--- config.mk ---
export PLATFORM = sky130hd
export DESIGN_NAME = sld_driver
export DESIGN_NICKNAME = d
export VERILOG_FILES = /design/src/rtl/sld_pkg.sv /design/src/rtl/sld_divider.sv /design/src/rtl/sld_driver.sv
export SDC_FILE = /design/constraint.sdc
export NUM_CORES = 1
export LEC_CHECK = 0
export ABC_AREA = 1
export BUFFER_PORTS_ARGS = -buffer_cell sky130_fd_sc_hd__buf_2
export CAP_MARGIN = 20
export CORE_MARGIN = 10
export CORE_UTILIZATION = 54
export CTS_CLUSTER_DIAMETER = 40
export CTS_CLUSTER_SIZE = 20
export DETAILED_ROUTE_END_ITERATION = 8
export GPL_ROUTABILITY_DRIVEN = 0
export PLACE_DENSITY = 0.77
export SETUP_SLACK_MARGIN = 0.15
export SYNTH_ARGS = -nofsm -noshare
export SYNTH_HDL_FRONTEND = slang
export SYNTH_SLANG_ARGS = --single-unit
--- constraint.sdc ---
create_clock -name clk_i -period 1.6 [get_ports clk_i]
set_clock_uncertainty 0.05 [all_clocks]
set_input_delay 0.16 -clock clk_i [delete_from_list [all_inputs] [get_ports clk_i]]
set_output_delay 0.16 -clock clk_i [all_outputs]
set_load 0.05 [all_outputs]
--- src/rtl/sld_pkg.sv ---
package sld_pkg;

  // ----------------------------------------------------------------
  // Sizes
  // ----------------------------------------------------------------
  localparam int unsigned SEG_W      = 38;
  localparam int unsigned DIV_W      = 8;
  localparam int unsigned STATIC_W   = 20;

  // ----------------------------------------------------------------
  // Timing
  // ----------------------------------------------------------------
  localparam int unsigned CLK_PERIOD_NS  = 8;
  localparam int unsigned STATIC_TIME_US = 1000;
  localparam int unsigned STATIC_CYC     = (STATIC_TIME_US * 1000) / CLK_PERIOD_NS;

  // ----------------------------------------------------------------
  // Reset values
  // ----------------------------------------------------------------
  localparam logic [SEG_W-1:0] SHREG_RST = 38'h00_0000_0000;
  localparam logic [SEG_W-1:0] LATCH_RST = 38'h00_0000_0000;
  localparam logic [DIV_W-1:0] DIV_RST   = 8'h00;

  // ----------------------------------------------------------------
  // Backplane source modes
  // ----------------------------------------------------------------
  typedef enum logic [2:0] {
    BP_INT    = 3'h1,
    BP_EXT    = 3'h2,
    BP_STATIC = 3'h4
  } sld_bp_mode_t;

endpackage

--- src/rtl/sld_divider.sv ---
`timescale 1ns/100ps

module sld_divider (
  input  wire logic                       clk_i,
  input  wire logic                       rst_i,
  input  wire logic                       ce_i,
  input  wire logic                       clr_i,
  input  wire logic                       tick_i,
  output logic                            half_o
);

  // ----------------------------------------------------------------
  // Oscillator divider, output is count MSB at 50 percent duty
  // ----------------------------------------------------------------
  logic [sld_pkg::DIV_W-1:0] cnt_r;
  logic [sld_pkg::DIV_W-1:0] cnt_nxt;

  assign cnt_nxt = clr_i  ? sld_pkg::DIV_RST :
                   tick_i ? cnt_r + 8'h01 :
                            cnt_r;
  assign half_o  = cnt_r[sld_pkg::DIV_W-1];

  always_ff @(posedge clk_i)
  begin
    if (rst_i)
      cnt_r <= sld_pkg::DIV_RST;
    else if (ce_i)
      cnt_r <= cnt_nxt;
  end

endmodule

--- src/rtl/sld_driver.sv ---
`timescale 1ns/100ps

// Functional notes
// - Shifting on serial clock falls happens only while the active-low select is low.
// - On each serial clock fall the register moves one stage and takes the data input into stage zero.
// - The last stage is shown on the serial output, updated on serial clock rises, first in first out.
// - While load is high the latch follows the shift register, and it holds when load drops.
// - Raising select while the serial clock is low leaves the shift register untouched.
// - Toggling select while the serial clock is high causes one extra shift.
// - A latched one drives its segment in antiphase with the backplane.
// - A latched zero drives its segment in phase with the backplane.
// - With the internal oscillator the backplane is the oscillator divided by 256.
// - With an external clock each of its cycles clears the divider and the backplane runs at its rate.
// - With the oscillator pin held high the oscillator stops and the backplane and segment outputs hold static levels.

module sld_driver #(
  parameter int unsigned STATIC_CYC = sld_pkg::STATIC_CYC
) (
  input  wire logic                       clk_i,
  input  wire logic                       rst_i,
  input  wire logic                       ce_i,
  input  wire logic                       sel_n_i,
  input  wire logic                       sclk_i,
  input  wire logic                       sdata_i,
  input  wire logic                       load_i,
  input  wire logic                       backplane_osc_pin_i,
  input  wire logic                       osc_ext_i,
  output logic                            sdata_o,
  output logic                            backplane_o,
  output logic [sld_pkg::SEG_W-1:0]       seg_o,
  output logic                            static_o
);

  // ----------------------------------------------------------------
  // Edge and mode helpers
  // ----------------------------------------------------------------
  function automatic logic fell(input logic prev, input logic cur);
    fell = prev & ~cur;
  endfunction

  function automatic logic rose(input logic prev, input logic cur);
    rose = ~prev & cur;
  endfunction

  function automatic logic in_mode(input sld_pkg::sld_bp_mode_t cur, input sld_pkg::sld_bp_mode_t want);
    in_mode = (cur == want);
  endfunction

  // ----------------------------------------------------------------
  // Declarations
  // ----------------------------------------------------------------
  logic                           sclk_r;
  logic                           sel_n_r;
  logic                           osc_r;
  logic [sld_pkg::SEG_W-1:0]      shreg_r;
  logic [sld_pkg::SEG_W-1:0]      shreg_nxt;
  logic [sld_pkg::SEG_W-1:0]      latch_r;
  logic [sld_pkg::SEG_W-1:0]      latch_nxt;
  logic [sld_pkg::SEG_W-1:0]      seg_r;
  logic [sld_pkg::SEG_W-1:0]      seg_nxt;
  logic                           sdata_r;
  logic                           sdata_nxt;
  logic                           bp_r;
  logic                           bp_nxt;
  logic [sld_pkg::STATIC_W-1:0]   idle_r;
  logic [sld_pkg::STATIC_W-1:0]   idle_nxt;
  sld_pkg::sld_bp_mode_t          mode_r;
  sld_pkg::sld_bp_mode_t          mode_nxt;

  wire                            sclk_fall;
  wire                            sclk_rise;
  wire                            sel_edge;
  wire                            shift_norm;
  wire                            shift_extra;
  wire                            shift_en;
  wire                            osc_rise;
  wire                            osc_edge;
  wire                            osc_stuck;
  wire                            div_clr;
  wire                            div_tick;
  wire                            div_half;
  wire                            mode_int;
  wire                            mode_ext;
  wire                            mode_static;

  localparam logic [sld_pkg::STATIC_W-1:0] STATIC_LIM = sld_pkg::STATIC_W'(STATIC_CYC);

  // ----------------------------------------------------------------
  // Serial decode
  // ----------------------------------------------------------------
  assign sclk_fall   = fell(sclk_r, sclk_i);
  assign sclk_rise   = rose(sclk_r, sclk_i);
  assign sel_edge    = sel_n_r ^ sel_n_i;
  assign shift_norm  = sclk_fall & ~sel_n_i;
  assign shift_extra = sel_edge & sclk_r & sclk_i;
  assign shift_en    = shift_norm | shift_extra;

  assign shreg_nxt = shift_en ? {shreg_r[sld_pkg::SEG_W-2:0], sdata_i} : shreg_r;
  assign sdata_nxt = sclk_rise ? shreg_r[sld_pkg::SEG_W-1] : sdata_r;
  assign latch_nxt = load_i ? shreg_r : latch_r;

  // ----------------------------------------------------------------
  // Oscillator pin decode
  // ----------------------------------------------------------------
  assign osc_rise  = rose(osc_r, backplane_osc_pin_i);
  assign osc_edge  = osc_r ^ backplane_osc_pin_i;
  assign osc_stuck = (idle_r == STATIC_LIM);
  assign idle_nxt  = (osc_edge | ~backplane_osc_pin_i) ? '0 :
                     osc_stuck ? idle_r : idle_r + 20'h0_0001;
  assign mode_int    = in_mode(mode_r, sld_pkg::BP_INT);
  assign mode_ext    = in_mode(mode_r, sld_pkg::BP_EXT);
  assign mode_static = in_mode(mode_r, sld_pkg::BP_STATIC);
  assign div_clr   = mode_ext & osc_rise;
  assign div_tick  = mode_int & osc_rise;

  // ----------------------------------------------------------------
  // Backplane mode selection
  // ----------------------------------------------------------------
  always_comb
  begin
    mode_nxt = mode_r;
    case (mode_r)
      sld_pkg::BP_INT:
      begin
        if (osc_stuck)
          mode_nxt = sld_pkg::BP_STATIC;
        else if (osc_ext_i)
          mode_nxt = sld_pkg::BP_EXT;
      end
      sld_pkg::BP_EXT:
      begin
        if (osc_stuck)
          mode_nxt = sld_pkg::BP_STATIC;
        else if (!osc_ext_i)
          mode_nxt = sld_pkg::BP_INT;
      end
      sld_pkg::BP_STATIC:
      begin
        if (!osc_stuck)
          mode_nxt = osc_ext_i ? sld_pkg::BP_EXT : sld_pkg::BP_INT;
      end
      default:
        mode_nxt = sld_pkg::BP_INT;
    endcase
  end

  // ----------------------------------------------------------------
  // Backplane and segment drive
  // ----------------------------------------------------------------
  assign bp_nxt  = mode_int ? div_half :
                   mode_ext ? osc_r :
                                                 1'b0;
  assign seg_nxt = latch_r ^ {sld_pkg::SEG_W{bp_nxt}};

  sld_divider u_div (
    .clk_i  (clk_i),
    .rst_i  (rst_i),
    .ce_i   (ce_i),
    .clr_i  (div_clr),
    .tick_i (div_tick),
    .half_o (div_half)
  );

  // ----------------------------------------------------------------
  // Registers
  // ----------------------------------------------------------------
  always_ff @(posedge clk_i)
  begin
    if (rst_i)
    begin
      sclk_r  <= 1'b0;
      sel_n_r <= 1'b1;
      osc_r   <= 1'b0;
      shreg_r <= sld_pkg::SHREG_RST;
      sdata_r <= 1'b0;
    end
    else if (ce_i)
    begin
      sclk_r  <= sclk_i;
      sel_n_r <= sel_n_i;
      osc_r   <= backplane_osc_pin_i;
      shreg_r <= shreg_nxt;
      sdata_r <= sdata_nxt;
    end
  end

  always_ff @(posedge clk_i)
  begin
    if (rst_i)
    begin
      latch_r <= sld_pkg::LATCH_RST;
      seg_r   <= sld_pkg::LATCH_RST;
      bp_r    <= 1'b0;
      idle_r  <= '0;
      mode_r  <= sld_pkg::BP_INT;
    end
    else if (ce_i)
    begin
      latch_r <= latch_nxt;
      seg_r   <= seg_nxt;
      bp_r    <= bp_nxt;
      idle_r  <= idle_nxt;
      mode_r  <= mode_nxt;
    end
  end

  // ----------------------------------------------------------------
  // Outputs
  // ----------------------------------------------------------------
  assign sdata_o     = sdata_r;
  assign backplane_o = bp_r;
  assign seg_o       = seg_r;
  assign static_o    = mode_static;

endmodule

## Yosys cells after proc, flatten, opt, wreduce, memory -nomap -nowiden

Cells that the tools add are included.
W data, S select, Z words.

- $add $sub $neg: 2
- $mul: 0
- Divide/modulo/power cells: 0
- Order comparisons: 0
- Equality and inequality tests: 8
- Shift-type cells: 0
- Multiplexer cells: 13
- Bitwise gates (word level): 18
- Reductions and logical operators: 7

Operators with widths:

| operator | number |
|---|---|
| $mux W20 | 2 |
| $xor A38 B38 Y38 | 1 |
| $add A20 B1 Y20 const B | 1 |
| $eq A20 B17 Y1 const B | 1 |
| $mux W8 | 2 |
| $mux W3 | 5 |
| $reduce_and A2 Y1 | 5 |
| $pmux W3 S3 | 1 |
| $add A8 B1 Y8 const B | 1 |
| $and A1 B1 Y1 | 8 |
| $ne A3 B3 Y1 const B | 2 |
| $not A1 Y1 | 5 |
| $reduce_and A4 Y1 | 1 |
| $eq A3 B1 Y1 const B | 1 |
| $eq A3 B2 Y1 const B | 1 |
| $eq A3 B3 Y1 const B | 1 |
| $mux W1 | 2 |
| $mux W2 | 1 |
| $ne A2 B1 Y1 const B | 1 |
| $ne A2 B2 Y1 const B | 1 |
| $or A1 B1 Y1 | 2 |
| $reduce_bool A2 Y1 | 1 |
| $xor A1 B1 Y1 | 2 |

- Flip-flop bits (word level): 150
- Latch bits: 0
- Bits in writable memories: 0
- Memory bits (read-only): 0
- Word-level logic and storage cells: 59
- Memories kept: 0

## Logic depth before layout (Yosys ltp)

- Depth in word-level cells: 5
- Mapped depth: 12
- Depth with buffers taken out: 11

## Modules after synthesis

From an unflattened synthesis, not the netlist that was laid out.

- Cells, all modules: 857
- Area total of the unflattened synthesis: 6406.1 um2

By module, submodules not included:

| module | instances | cells an instance | area an instance (um2) | sequential area each (um2) |
|---|---|---|---|---|
| sld_driver | 1 | 799 | 6009.5 | 2842.7 |
| sld_divider | 1 | 58 | 396.6 | 160.2 |

## Least setup slack after synthesis

Ideal clock, no wire load.

- Path type: flip-flop to flip-flop
- From: register idle_r[0] in the netlist's numbering
- To: register idle_r[10] in the netlist's numbering
- Library setup time: 0.133 ns
- Arrival: 1.380 ns
- Slack: 0.037 ns
- Stages on the path, launching flop included: 11
- Path buffers: 1
- Period minus slack after synthesis: 1.563 ns
- Cell sequence: dfxtp_1 > inv_1 > ha_1 > nand2_1 > nor2_1 > nand4_2 > nand2_4 > inv_2 > buf_6 > nand2_1 > a21oi_2

- Word-level cells in the longest chain between the ends: 3
- Elaborated cells on any way between the ends: 6

Ends and longest elaborated chain:

| item | RTL line | RTL |
|---|---|---|
| start: declaration | sld_driver.sv:65 | `logic [sld_pkg::STATIC_W-1:0] idle_r;` |
| start signal: assignment | sld_driver.sv:202 | `idle_r <= idle_nxt;` |
| $add A20 B1 Y20 / $eq A20 B17 Y1 (equally long branches) | sld_driver.sv:109, sld_driver.sv:107 |  |
| $mux W20 / $ne A2 B1 Y1 (equally long branches) | - |  |
| $mux W20 / $reduce_and A2 Y1 (equally long branches) | - |  |

Several ways; a longest one is shown, not always the timed one. The select of a mux whose other input is x is not followed.
A chain may end at the register's enable or synchronous reset.

## Worst setup path after layout

- From: register sel_n_r
- To: register shreg_r[34] in the netlist's numbering

- Word-level cells in the longest chain between the ends: 5

Ends and longest elaborated chain:

| item | RTL line | RTL |
|---|---|---|
| start: declaration | sld_driver.sv:53 | `logic sel_n_r;` |
| start signal: assignment | sld_driver.sv:180 | `sel_n_r <= sel_n_i;` |
| $xor A1 B1 Y1 | sld_driver.sv:93 | `assign sel_edge = sel_n_r ^ sel_n_i;` |
| $and A1 B1 Y1 (2 in series) | sld_driver.sv:95 | `assign shift_extra = sel_edge & sclk_r & sclk_i;` |
| $or A1 B1 Y1 | sld_driver.sv:96 | `assign shift_en = shift_norm \| shift_extra;` |
| $reduce_and A2 Y1 (no source line) | - |  |
| end signal: assignment | sld_driver.sv:174 | `shreg_r <= sld_pkg::SHREG_RST;` |
| end signal: assignment | sld_driver.sv:182 | `shreg_r <= shreg_nxt;` |
| end: declaration | sld_driver.sv:55 | `logic [sld_pkg::SEG_W-1:0] shreg_r;` |

Every way passes these cells.

==> impl_metrics.yaml <==
clock_tree:
  cts_max_level: 4
  cts_root_buf: "clkbuf_16"
  clk_path_buf_depth: 2
  cts_made_buffers: 17
  clkTransAtPathRegs_ns: 0.06
  cts_tree: "done"
  worstSkewPairLatency_ns: 0.43
  clock_sinks: 150
synth:
  syn_nets: 899
  yosysTopAreaCellShare_pct: 45.92
  synth_top_area_cell: "dfxtp_1"
  ys_seq_area_share_pct: 45.92
  ys_top_cells_by_count: "150 x dfxtp_1, 138 x nor2_1, 114 x o21ai_0"
  syn_area_per_cell_um2: 7.372
  synth_area_leaders: "dfxtp_1 46%, o21ai_0 8.7%, nor2_1 7.9%"
  syn_area_um2: 6539
  ys.warnings.count: 0
  syn-instance-count: 887
  post_synth_num_cell_types: 35
  yosysMostFrequentCell: "dfxtp_1"
  synth-seq-cells: 150
  synth_edf_count: 0
  synth_async_sr_flop_share_pct: 0
  synth-main-ff-cell: "dfxtp_1"
run_status:
  status: "finished with violations"
  violations: "setup timing"
die:
  ios: 50
  die_area_um2: 16910
  row_count: 40
  dieWidth_um: 130.0
  initial_utilization_pct: 54.89
  die_h_um: 130.0
  coreArea_um2: 11910
min_path:
  worst_hold_path.endpoint: "osc_r"
  hold_class: "input pin to flop"
  hp-start: "backplane_osc_pin_i"
  holdPathStages: 3
grt:
  gr-total-overflow: 0
  grt_pass1_wl_um: 25440
  grt_max_degree: 50
  grtUsageTotal_pct: 18.41
  first_global_vias: 5476
  antenna_found_initial: 0
worst_setup_path:
  r2r-start: "sel_n_r"
  startpoint_type: "flop"
  crit_family: "compound AO/OA/AOI/OAI gates"
  path_cells: "o21ai_0 > nand4_1 > buf_6 > clkbuf_16 > o21ai_0 > a21oi_2"
  path_buf_inv: 2
  critPathMaxFanout: 9
  setup.worst_path.end_class: "flop"
  worstPathRequired_ns: 1.86
  worst-setup-path-type: "flop to flop"
  cp_common_cell: "o21ai_0"
  rrSetupSlack_ns: -0.19
  reg2reg_to: "shreg_r[34]"
  cpPeakStageDelay_ns: 0.34
  r2r_cells: 6
  worst_path_max_delay_cell: "dfxtp_2"
  crit_arrival_ns: 2.06
final_layout:
  final_area_um2: 8796
  drive_gt1_share_pct: 30.49
  areaGrowthSynthToFinish_pct: 34.52
  multi_input_area_um2: 3443
  fillerInstances: 763
  num-nets-final: 985
  regArea_um2: 3034
  antenna_cells: 0
power:
  leakagePower_nw: 3.855
  vdd_drop_max_mv: 0.9738
  powerDensity_nw_per_um2: 1055
timing:
  post-route-min-period_ns: 1.794
  hold_violations: 0
  slew_headroom_pct: 73.34
  fin_ws_ns: -0.1938
  worst_pin_slew_ns: 0.4000
  fin_crit_sh_pct: 112.1
  drv_slew: 0
  rsz0062_at_grt: "true"
  clock.fmax_mhz: 557.5
  setup_violations: 42
  hold-worst-slack_ns: 0.05424
drt:
  wl_um: 19690
  antenna_left: 0
  first_pass_iters: 5
  drt_iter0_markers: 716
  wl_per_cell_um: 17.41
  post_drt_via_cell_ratio: 5.612
  route.detailed.drc: 0
  vias: 6347
place:
  io_buffer_count: 49
  post_dp_cell_area_um2: 7092
  place_hpwl_um: 9472
run:
  cap_viol_max_count: 0
## power by group
group,internal [W],total [W],switching (W)
logic,0.000380,0.00117,0.000790
registers,0.00391,0.00404,0.000127
clock network,0.00251,0.00407,0.00157
## sequential cells by signal, indices dropped and copies added, names as in the netlist
name,count
backplane_o,1
idle_r,20
latch_r,38
mode_r,3
osc_r,1
sclk_r,1
sdata_o,1
seg_o,38
sel_n_r,1
shreg_r,38
u_div.cnt_r,8
## placed cells by master (no fill, tap or decap), types with 3 or more instances in the layout
cell type      count
o21ai_1           55
clkbuf_16         27
buf_4             32
a21oi_2           42
clkinv_2           4
a21oi_1           59
xnor2_1            3
nor2_1           120
nand4_1            5
buf_2             48
nand2_2           18
nand3_1           19
nand3_4            4
dlygate4sd3_1      3
bufinv_16          3
nand2_1           78
nand2_4            7
clkinvlp_4         3
inv_1             99
xor2_2            13
buf_12             7
nor2_4             9
nor2_2            13
nand3_2            7
buf_8              4
buf_6             10
dfxtp_4            3
inv_2             11
o21ai_0           68
dfxtp_1          131
xor2_1            32
dfxtp_2           16
## per-layer routing
layer | global-route usage (%) | wire [um]
met5 | 0 | 0
met4 | 6.878 | 580
met3 | 5.274 | 1330
met2 | 29.59 | 9633
met1 | 22.95 | 8146
## layout make-up
class,count,share of cell area (%)
Clock inverter,9,1.451
Tap cell,147,2.091
Clock buffer,21,5.235
Multi-Input combinational cell,574,39.15
Sequential cell,150,34.50
Inverter,115,5.064
Timing Repair Buffer,115,12.52
## cells by family (layout without fill, tap and decap cells)
logic type               Yosys count  in the layout  synth area share, %
buffers and inverters            164            260                10.37
flip-flops                       150            150                45.92
AND/OR/NAND/NOR                  291            292                18.71
adder cells (fa/ha/maj)            3              3               0.5741
AO/OA/AOI/OAI                    231            231                17.99
XOR/XNOR                          48             48                6.429
## tightest hold or removal path, stage by stage
cell and delay [ns]:
buf_2 0.14, o21ai_0 0.09, a21oi_1 0.11
## metrics by stage
stage	total power (W)	setup slack (ns)	TNS [ns]	util [%]	std cells
finish	0.009283	-0.1938	-3.464	73.84	1131
global route	0.009550	-0.2112	-4.953	73.84	1131
CTS	0.009014	0.1018	0	66.46	1112
detailed placement	0.004973	0.02173	0	59.54	1068
global placement	0.004956	0.07020	0	59.54	1068
floorplan	0.004745	0.1511	0	-	887
## worst max path at each step
stage	startpoint	endpoint	slack, ns	cells after the start
6_report	sel_n_r	shreg_r[34]	-0.19	6
5_1_grt	sel_n_r	shreg_r[37]	-0.21	6
4_1_cts	idle_r[19]	idle_r[18]	0.10	9
3_5_place_dp	mode_r[2]	seg_o[35]	0.02	7
3_3_place_gp	mode_r[2]	seg_o[4]	0.07	7
2_1_floorplan	idle_r[14]	idle_r[11]	0.15	11
## timing repair
| action | CTS | global route |
|---|---|---|
| hold endpoints to repair | 3 | 0 |
| setup buffers | 9 | 5 |
| endpoints found under the setup margin | 71 | 106 |
| hold buffers | 3 | 0 |
| gates resized for setup | 36 | 183 |
| pin swaps | 6 | 72 |
| cloned | 2 | 14 |
Note: power is estimated with default switching activity, not from simulation.
